[src/rtl/pcw_regs.svh]
// Purpose: offsets, field positions, reset values of the pwm cycle config register
// Assumes: 8-bit special function register space
// Notes:   included by pcw_cycle_config; the package carries the types only
`ifndef PCW_REGS_SVH
`define PCW_REGS_SVH
`define PCW_CFG_ADDR        8'hf7
`define PCW_CFG_RESET       8'h00
`define PCW_BIT_BANK_SEL    7
`define PCW_BIT_IRQ_EN      6
`define PCW_BIT_WRAP_FLAG   5
`define PCW_UNUSED_HI       4
`define PCW_UNUSED_LO       2
`define PCW_CLSEL_HI        1
`define PCW_CLSEL_LO        0
`define PCW_BITS_8          5'h08
`define PCW_BITS_9          5'h09
`define PCW_BITS_10         5'h0a
`define PCW_BITS_11         5'h0b
`define PCW_BITS_16         5'h10
`define PCW_BITS_NONE       5'h00
`endif

[src/rtl/pcw_pkg.sv]
// Purpose: shared types of the pwm cycle config block
// Assumes: constants live in pcw_regs.svh
// Notes:   no imports; use pcw_pkg::name
package pcw_pkg;

  typedef enum logic [1:0]
  {
    PCW_LEN_8  = 2'b00,
    PCW_LEN_9  = 2'b01,
    PCW_LEN_10 = 2'b10,
    PCW_LEN_11 = 2'b11
  } pcw_len_t;

  // per-channel mode bits as held by the module mode registers
  typedef struct packed
  {
    logic wide_pwm_enable;
    logic pwm_enable;
  } pcw_chan_mode_t;

  // per-channel effective pwm setup handed to the compare logic
  typedef struct packed
  {
    logic [4:0] cycle_bits;
    logic       reload_active;
  } pcw_chan_cfg_t;

endpackage : pcw_pkg

[src/rtl/pcw_cycle_config.sv]
// Purpose: pwm cycle configuration and status register of a counter array
// Assumes: counter value and advance pulse arrive on clk_sys, no sync needed
// Notes:   read data is registered, one cycle after the read strobe
//
// Notes on behaviour
// - bank select routes module value accesses
// - reload values used only in 9-11 bit
// - irq when flag set and enabled
// - counter wrap at selected bit sets flag
// - software may set flag; only software clears
// - codes 00/10/11 give 8/10/11 bits
// - length applies to non-16-bit pwm channels
// - bits 4:2 read zero, ignore writes
// - wide enable selects 16-bit pwm
`timescale 1ns/1ps
`include "pcw_regs.svh"

module pcw_cycle_config #(
  parameter int N_CH = 3
) (
  // clock and reset
  input  wire logic                       clk_sys,
  input  wire logic                       resetn,
  // special function register bus
  input  wire logic [7:0]                 sfr_addr,
  input  wire logic                       sfr_wr,
  input  wire logic [7:0]                 sfr_wdata,
  input  wire logic                       sfr_rd,
  output logic      [7:0]                 sfr_rdata_q,
  output logic                            sfr_hit_q,
  // main counter
  input  wire logic [15:0]                array_main_counter,
  input  wire logic                       counter_advance,
  // module value address routing
  input  wire logic                       module_value_access,
  output logic                            route_to_compare,
  output logic                            route_to_reload,
  // per-channel modes and effective setup
  input  pcw_pkg::pcw_chan_mode_t [N_CH-1:0] chan_mode,
  output pcw_pkg::pcw_chan_cfg_t  [N_CH-1:0] chan_cfg,
  // configuration outputs
  output logic                            reload_bank_select,
  output pcw_pkg::pcw_len_t               cycle_length_select,
  output logic                            cycle_wrap_flag,
  output logic                            cycle_wrap_irq
);

  ////////////////////////////////////////////////////////////////////////////
  // decode helpers

  function automatic logic [4:0] len_bits(input pcw_pkg::pcw_len_t sel);
    case (sel)
      pcw_pkg::PCW_LEN_8:  len_bits = `PCW_BITS_8;
      pcw_pkg::PCW_LEN_9:  len_bits = `PCW_BITS_9;
      pcw_pkg::PCW_LEN_10: len_bits = `PCW_BITS_10;
      pcw_pkg::PCW_LEN_11: len_bits = `PCW_BITS_11;
      default:             len_bits = `PCW_BITS_8;
    endcase
  endfunction : len_bits

  // true when the counter is about to carry out of the selected bit
  function automatic logic at_wrap(input pcw_pkg::pcw_len_t sel, input logic [15:0] cnt);
    case (sel)
      pcw_pkg::PCW_LEN_8:  at_wrap = &cnt[7:0];
      pcw_pkg::PCW_LEN_9:  at_wrap = &cnt[8:0];
      pcw_pkg::PCW_LEN_10: at_wrap = &cnt[9:0];
      pcw_pkg::PCW_LEN_11: at_wrap = &cnt[10:0];
      default:             at_wrap = 1'b0;
    endcase
  endfunction : at_wrap

  // one decoder for both strobes so reads and writes never disagree on the address
  function automatic logic is_cfg_addr(input logic [7:0] addr);
    is_cfg_addr = (addr == `PCW_CFG_ADDR);
  endfunction : is_cfg_addr

  ////////////////////////////////////////////////////////////////////////////
  // register state

  logic              bank_sel_q;
  logic              irq_en_q;
  logic              wrap_flag_q;
  logic              wrap_flag_d;
  pcw_pkg::pcw_len_t len_sel_q;
  logic              cfg_wr;
  logic              wrap_event;
  logic [7:0]        read_value;
  logic              cfg_rd;

  assign cfg_wr     = sfr_wr && is_cfg_addr(sfr_addr);
  assign cfg_rd     = sfr_rd && is_cfg_addr(sfr_addr);
  // the advance pulse qualifies the wrap so a stalled counter flags only once
  // limitation: a counter loaded onto all ones and then advanced counts as a wrap,
  // since the flag follows the carry condition, not the history of the count
  assign wrap_event = counter_advance && at_wrap(len_sel_q, array_main_counter);

  // unused bits 4:2 have no storage, so writes there vanish
  always_ff @(posedge clk_sys)
  begin
    if (!resetn)
    begin
      bank_sel_q <= 1'b0;
    end
    else if (cfg_wr)
    begin
      bank_sel_q <= sfr_wdata[`PCW_BIT_BANK_SEL];
    end
  end

  always_ff @(posedge clk_sys)
  begin
    if (!resetn)
    begin
      irq_en_q <= 1'b0;
    end
    else if (cfg_wr)
    begin
      irq_en_q <= sfr_wdata[`PCW_BIT_IRQ_EN];
    end
  end

  // a new length moves the wrap check from the next cycle on
  always_ff @(posedge clk_sys)
  begin
    if (!resetn)
    begin
      len_sel_q <= pcw_pkg::PCW_LEN_8;
    end
    else if (cfg_wr)
    begin
      len_sel_q <= pcw_pkg::pcw_len_t'(sfr_wdata[`PCW_CLSEL_HI:`PCW_CLSEL_LO]);
    end
  end

  // a hardware wrap in the same cycle as a clearing write still sets the flag
  always_comb
  begin
    wrap_flag_d = wrap_flag_q;
    if (cfg_wr)
    begin
      wrap_flag_d = sfr_wdata[`PCW_BIT_WRAP_FLAG];
    end
    if (wrap_event)
    begin
      wrap_flag_d = 1'b1;
    end
  end

  always_ff @(posedge clk_sys)
  begin
    if (!resetn)
    begin
      wrap_flag_q <= 1'b0;
    end
    else
    begin
      wrap_flag_q <= wrap_flag_d;
    end
  end

  ////////////////////////////////////////////////////////////////////////////
  // read path

  always_comb
  begin
    read_value = `PCW_CFG_RESET;
    read_value[`PCW_BIT_BANK_SEL]           = bank_sel_q;
    read_value[`PCW_BIT_IRQ_EN]             = irq_en_q;
    read_value[`PCW_BIT_WRAP_FLAG]          = wrap_flag_q;
    read_value[`PCW_UNUSED_HI:`PCW_UNUSED_LO] = 3'h0;
    read_value[`PCW_CLSEL_HI:`PCW_CLSEL_LO] = len_sel_q;
  end

  // other addresses return zero with the hit flag low
  always_ff @(posedge clk_sys)
  begin
    if (!resetn)
    begin
      sfr_rdata_q <= 8'h00;
      sfr_hit_q   <= 1'b0;
    end
    else if (cfg_rd)
    begin
      sfr_rdata_q <= read_value;
      sfr_hit_q   <= 1'b1;
    end
    else
    begin
      sfr_rdata_q <= 8'h00;
      sfr_hit_q   <= 1'b0;
    end
  end

  ////////////////////////////////////////////////////////////////////////////
  // outputs to the rest of the array

  assign route_to_compare    = module_value_access && !bank_sel_q;
  assign route_to_reload     = module_value_access && bank_sel_q;
  assign reload_bank_select  = bank_sel_q;
  assign cycle_length_select = len_sel_q;
  assign cycle_wrap_flag     = wrap_flag_q;
  assign cycle_wrap_irq      = wrap_flag_q && irq_en_q;

  // channel setup is combinational so a mode change takes effect at once
  genvar ch;
  generate
    for (ch = 0; ch < N_CH; ch++)
    begin : g_chan
      always_comb
      begin
        if (!chan_mode[ch].pwm_enable)
        begin
          chan_cfg[ch].cycle_bits    = `PCW_BITS_NONE;
          chan_cfg[ch].reload_active = 1'b0;
        end
        else if (chan_mode[ch].wide_pwm_enable)
        begin
          chan_cfg[ch].cycle_bits    = `PCW_BITS_16;
          chan_cfg[ch].reload_active = 1'b0;
        end
        else
        begin
          chan_cfg[ch].cycle_bits    = len_bits(len_sel_q);
          chan_cfg[ch].reload_active = (len_sel_q != pcw_pkg::PCW_LEN_8);
        end
      end
    end
  endgenerate

endmodule : pcw_cycle_config

[config.mk]
export PLATFORM = sky130hd
export DESIGN_NAME = pcw_cycle_config
export DESIGN_NICKNAME = d
export VERILOG_FILES = /design/src/rtl/pcw_pkg.sv /design/src/rtl/pcw_cycle_config.sv
export VERILOG_INCLUDE_DIRS = /design/src /design/src/rtl
export SDC_FILE = /design/constraint.sdc
export NUM_CORES = 1
export LEC_CHECK = 0
export BUFFER_PORTS_ARGS = -buffer_cell sky130_fd_sc_hd__buf_2
export CORE_MARGIN = 1
export CORE_UTILIZATION = 28
export CTS_CLUSTER_SIZE = 30
export DETAILED_ROUTE_END_ITERATION = 8
export PLACE_DENSITY = 0.86
export SLEW_MARGIN = 10
export SYNTH_ARGS = -nofsm -noshare
export SYNTH_HDL_FRONTEND = slang
export SYNTH_SLANG_ARGS = --single-unit
export TNS_END_PERCENT = 10
[constraint.sdc]
create_clock -name clk_sys -period 1.2 [get_ports clk_sys]
set_clock_uncertainty 0.1 [all_clocks]
set_input_delay 0 -clock clk_sys [delete_from_list [all_inputs] [get_ports clk_sys]]
set_output_delay 0 -clock clk_sys [all_outputs]
set_load 0.03 [all_outputs]
Word level (Yosys, flattened, before mapping)

Index checks and enable logic that the tools add are counted.

Reductions and logical operators: 15
Equal/unequal tests: 4
Mux-type cells: 11

Operator list:

| operator                                                               | number |
|---|---|
| 6-bit 2-to-1 mux                                                       | 6 |
| 5-bit one-hot mux with 4 select lines                                  | 1 |
| 11-bit AND reduction                                                   | 1 |
| 10-bit AND reduction                                                   | 1 |
| 9-bit AND reduction                                                    | 1 |
| 8-bit equality test (second input constant)                            | 1 |
| 8-bit AND reduction                                                    | 1 |
| 1-bit logical AND                                                      | 6 |
| 2-bit equality test (second input constant)                            | 2 |
| 1-bit one-hot mux with 4 select lines                                  | 1 |
| 2-bit nonzero test                                                     | 2 |
| 1-bit 2-to-1 mux                                                       | 3 |
| 2-bit by 1-bit equality test with 1-bit output (second input constant) | 1 |
| 2-bit zero test                                                        | 1 |
| 2-bit AND reduction                                                    | 1 |
| 1-bit zero test                                                        | 1 |

Output and inout port bits: 34
Logic and storage cells: 37
Flip-flop bits (word level): 14

Depth between registers and ports, before layout

Depth after elaboration: 4
Depth in mapped cells: 4
Mapped depth without buffers: 4

Least setup slack after synthesis

Ideal clock, no wire load.

Kind: register -> register
Start: reg len_sel_q[1] (netlist: cycle_length_select[1])
End: reg wrap_flag_q (netlist: cycle_wrap_flag)
Required time: 0.983 ns
Clock period less this slack: 1.308 ns
Path buffers: 0
Arrival time: 1.092 ns
Setup slack: -0.108 ns
Library setup time: 0.117 ns
Stages on the path, launching flop included: 5
Path through: dfxtp_1 inv_1 o21ai_0 nand2_1 a22o_1

Longest elaborated chain between the ends: 4

RTL lines:

| what                                                   | line                    | source |
|---|---|---|
| start: declaration                                     | pcw_cycle_config.sv:84  | `pcw_pkg::pcw_len_t len_sel_q;` |
| start signal: assignment                               | pcw_cycle_config.sv:127 | `len_sel_q <= pcw_pkg::PCW_LEN_8;` |
| start signal: assignment                               | pcw_cycle_config.sv:131 | `` len_sel_q <= pcw_pkg::pcw_len_t'(sfr_wdata[`PCW_CLSEL_HI:`PCW_CLSEL_LO]); `` |
| 2-bit equality test, or another cell as far along      | pcw_cycle_config.sv:63  | `case (sel)` |
| 1-bit one-hot mux with 4 select lines *                | pcw_cycle_config.sv:63  |  |
| 1-bit logical AND *                                    | pcw_cycle_config.sv:95  | `assign wrap_event = counter_advance && at_wrap(len_sel_q, array_main_counter);` |
| 1-bit 2-to-1 mux or 2-bit nonzero test (tied branches) | n/a                     |  |
| end signal: assignment                                 | pcw_cycle_config.sv:157 | `wrap_flag_q <= wrap_flag_d;` |
| end: declaration                                       | pcw_cycle_config.sv:82  | `logic wrap_flag_q;` |

Mark *: on every way between the ends. The rest lies on a longest branch, timed or not.
A chain may end at the register's enable or synchronous reset.

==> flow_summary.yaml <==
global_routing:
  antenna_found_initial: 0
  grt_pass1_wl_um: 2890
  grt_util_all_layers_pct: 16.2
  grt_max_degree: 8
  grt_pass1_vias: 716
  overflow: 0
timing:
  fin_crit_sh_pct: 102
  whs_ps: 5.98
  finalSetupViolations: 2
  fin_ws_ps: -18.1
  maxSlewViolCount: 0
  clock.fmax_mhz: 821
  hold_viol: 0
  fin_crit_ps: 1220
  rsz0062_at_grt: "yes"
  tns_ps: -34.5
place:
  hpwl_um: 1340
  place_area_um2: 956
  gp_congestion: 0.667
  port_buffers: 63
clock_network:
  clkTransAtPathRegs_ps: 70
  clock_path_buffers: 2
  clock_latency_ps: 260
  clockRootBuffer: "clkbuf_4"
  cts_sinks: 11
  cts_tree: "built"
  h-tree-depth: 1
  cts_buffers: 3
logic_synthesis:
  ys.flop_type: "dfxtp_1"
  syn_area_per_cell_um2: 9.37
  synth_edf_count: 0
  synth_cell_types: 20
  synth_area_um2: 609
  synthCells: 65
  ys_seq_elements: 11
  seq_area_frac_synth_pct: 36.1
  synth_warnings: 0
  ys_async_sr_fraction_pct: 0
critical_path:
  crit_required_ps: 1100
  cp.arrival_ps: 1120
  crit_fanout: 7
  worstSetupPathType: "reg -> out"
  cp-end-kind: "primary output"
  critPathLaunchType: "register"
floorplan:
  chipHeight_um: 48.7
  fp.coreArea_um2: 2000
  dieArea_um2: 2370
  start_util_pct: 30.4
  rows: 16
  die_w_um: 48.7
  ioPinCount: 78
detailed_routing:
  drtIter0Drc: 7
  wl_per_cell_um: 10.1
  via_per_inst: 4.20
  first_pass_iters: 4
  remaining_drc_errors: 0
  postRouteAntennaNets: 0
  dr_total_vias: 726
  wl_um: 1750
status:
  status: "complete, but fails checks"
  violations: "setup timing"
cells_and_area:
  stdcell_area_um2: 1140
  fillers: 199
  antenna_cells: 0
  layout-drive-gt1-share_pct: 57.5
  syn_to_final_growth_pct: 86.7
  nets: 191
power:
  power_per_cell_area_nw_per_um2: 688
  p_total_w: 0.000782
  leakagePower_nw: 0.621
  max-vdd-ir-drop_mv: 0.335
worst_hold_path:
  hold_class: "in -> reg"
job:
  maxCapViolations: 0
## metrics by stage
stage | utilization, % | setup WS [ps] | cells
after floorplan | - | -93.3 | 70
after CTS | 56.4 | -24.9 | 173
after global placement | 47.8 | 58.8 | 157
after detailed placement | 47.8 | 18.7 | 157
final | 56.8 | -18.1 | 173
after global routing | 56.8 | -82.4 | 173
## worst max-delay path, cell delays in order, from the launching register on
cell and delay, ps:
dfxtp_4 360, and2_4 140, or2_4 220, buf_6 140
## cells in the final DEF, fill, tap and decap left out
cell type       synthesis  routed
buf_6                   0       3
nor3_1                  1       1
dfxtp_4                 0       2
mux2_4                  1       1
a22o_1                  1       1
dlymetal6s4s_1          0       1
buf_2                   0      60
nand4_1                 2       2
buf_4                   6       6
mux2i_1                 4       4
or2_4                   0       2
inv_1                   2       2
nor3_4                  1       1
conb_1                  1       6
nor4_1                  1       1
nand4_2                 1       1
a2111oi_0               1       1
nand2_1                 4       4
dlygate4sd3_1           0       8
o21a_1                  1       1
o21ai_1                 0       1
and2_1                 15      11
and2_4                  0       4
nor2b_1                 8       8
clkbuf_1                0       1
nand4b_4                1       1
clkbuf_4                0       3
dfxtp_1                11       9
## layout make-up
| type | count | area [um^2] | share of cell area, % |
|---|---|---|---|
| clock buffer | 4 | 26.3 | 2.31 |
| inverter | 2 | 7.51 | 0.660 |
| multi-input combinational | 51 | 370 | 32.6 |
| sequential | 11 | 228 | 20.0 |
| tap | 27 | 33.8 | 2.97 |
| timing repair buffer | 78 | 472 | 41.5 |
## worst paths after layout
kind	start	to	slack, ps	cells after the start
setup / recovery	cycle_length_select[1]$_SDFFE_PN0P_	chan_cfg[12]	-20	3
setup reg to reg	cycle_length_select[1]$_SDFFE_PN0P_	cycle_wrap_flag$_SDFFE_PN0P_	40	5
hold reg to reg	irq_en_q$_SDFFE_PN0P_	sfr_rdata_q[6]$_SDFF_PN0_	380	1
hold / removal	array_main_counter[8]	cycle_wrap_flag$_SDFFE_PN0P_	6	4
## flip-flops by register name, summed over array words and instances (netlist names)
signal and cells:
irq_en_q 1, sfr_rdata_q 5, cycle_length_select 2, cycle_wrap_flag 1, sfr_hit_q 1, reload_bank_select 1
## timing repair
item,4_1_cts,5_1_grt
gates resized for setup,13,5
cloned,0,0
endpoints found under the setup margin,2,9
hold endpoints to repair,6,0
setup buffers,3,0
hold buffers,9,0
pin swaps,2,1
## logic make-up (layout without fill, tap and decap cells)
kind of cell | Yosys count | in the layout | share of synthesized area, %
other | 1 | 6 | 0.615
AND/OR/NAND/NOR | 36 | 36 | 40.7
flip-flops | 11 | 11 | 36.1
buffers and inverters | 8 | 84 | 8.62
multiplexers | 5 | 5 | 9.03
AO/OA/AOI/OAI | 4 | 4 | 4.93
## metal layers
| layer | wire length, um | share of wire (%) | vias to the layer above | GRT usage [%] |
|---|---|---|---|---|
| met5 | 0 | 0 | - | 0 |
| met4 | 42 | 2.4 | 0 | 10.3 |
| li1 | - | - | 369 | - |
| met1 | 639 | 37 | 314 | 15.5 |
| met3 | 115 | 6.6 | 6 | 4.09 |
| met2 | 947 | 54 | 37 | 30.1 |
## power by group
part	internal (W)	switching, W	leakage, nW
clock network	0.000128	0.000114	0.0150
registers	0.000361	0.000000299	0.0902
logic	0.0000828	0.0000961	0.516
total	0.000572	0.000210	0.621
## synth_stat cells, types with 2 or more instances
cell | count | share of area (%)
inv_1 | 2 | 1.2
and2_1 | 15 | 15
or2_2 | 2 | 2.1
nand4_1 | 2 | 2.1
dfxtp_1 | 11 | 36
buf_4 | 6 | 7.4
nor2b_1 | 8 | 8.2
mux2i_1 | 4 | 6.6
nand2_1 | 4 | 2.5
Power figures use the tool's default switching activity.
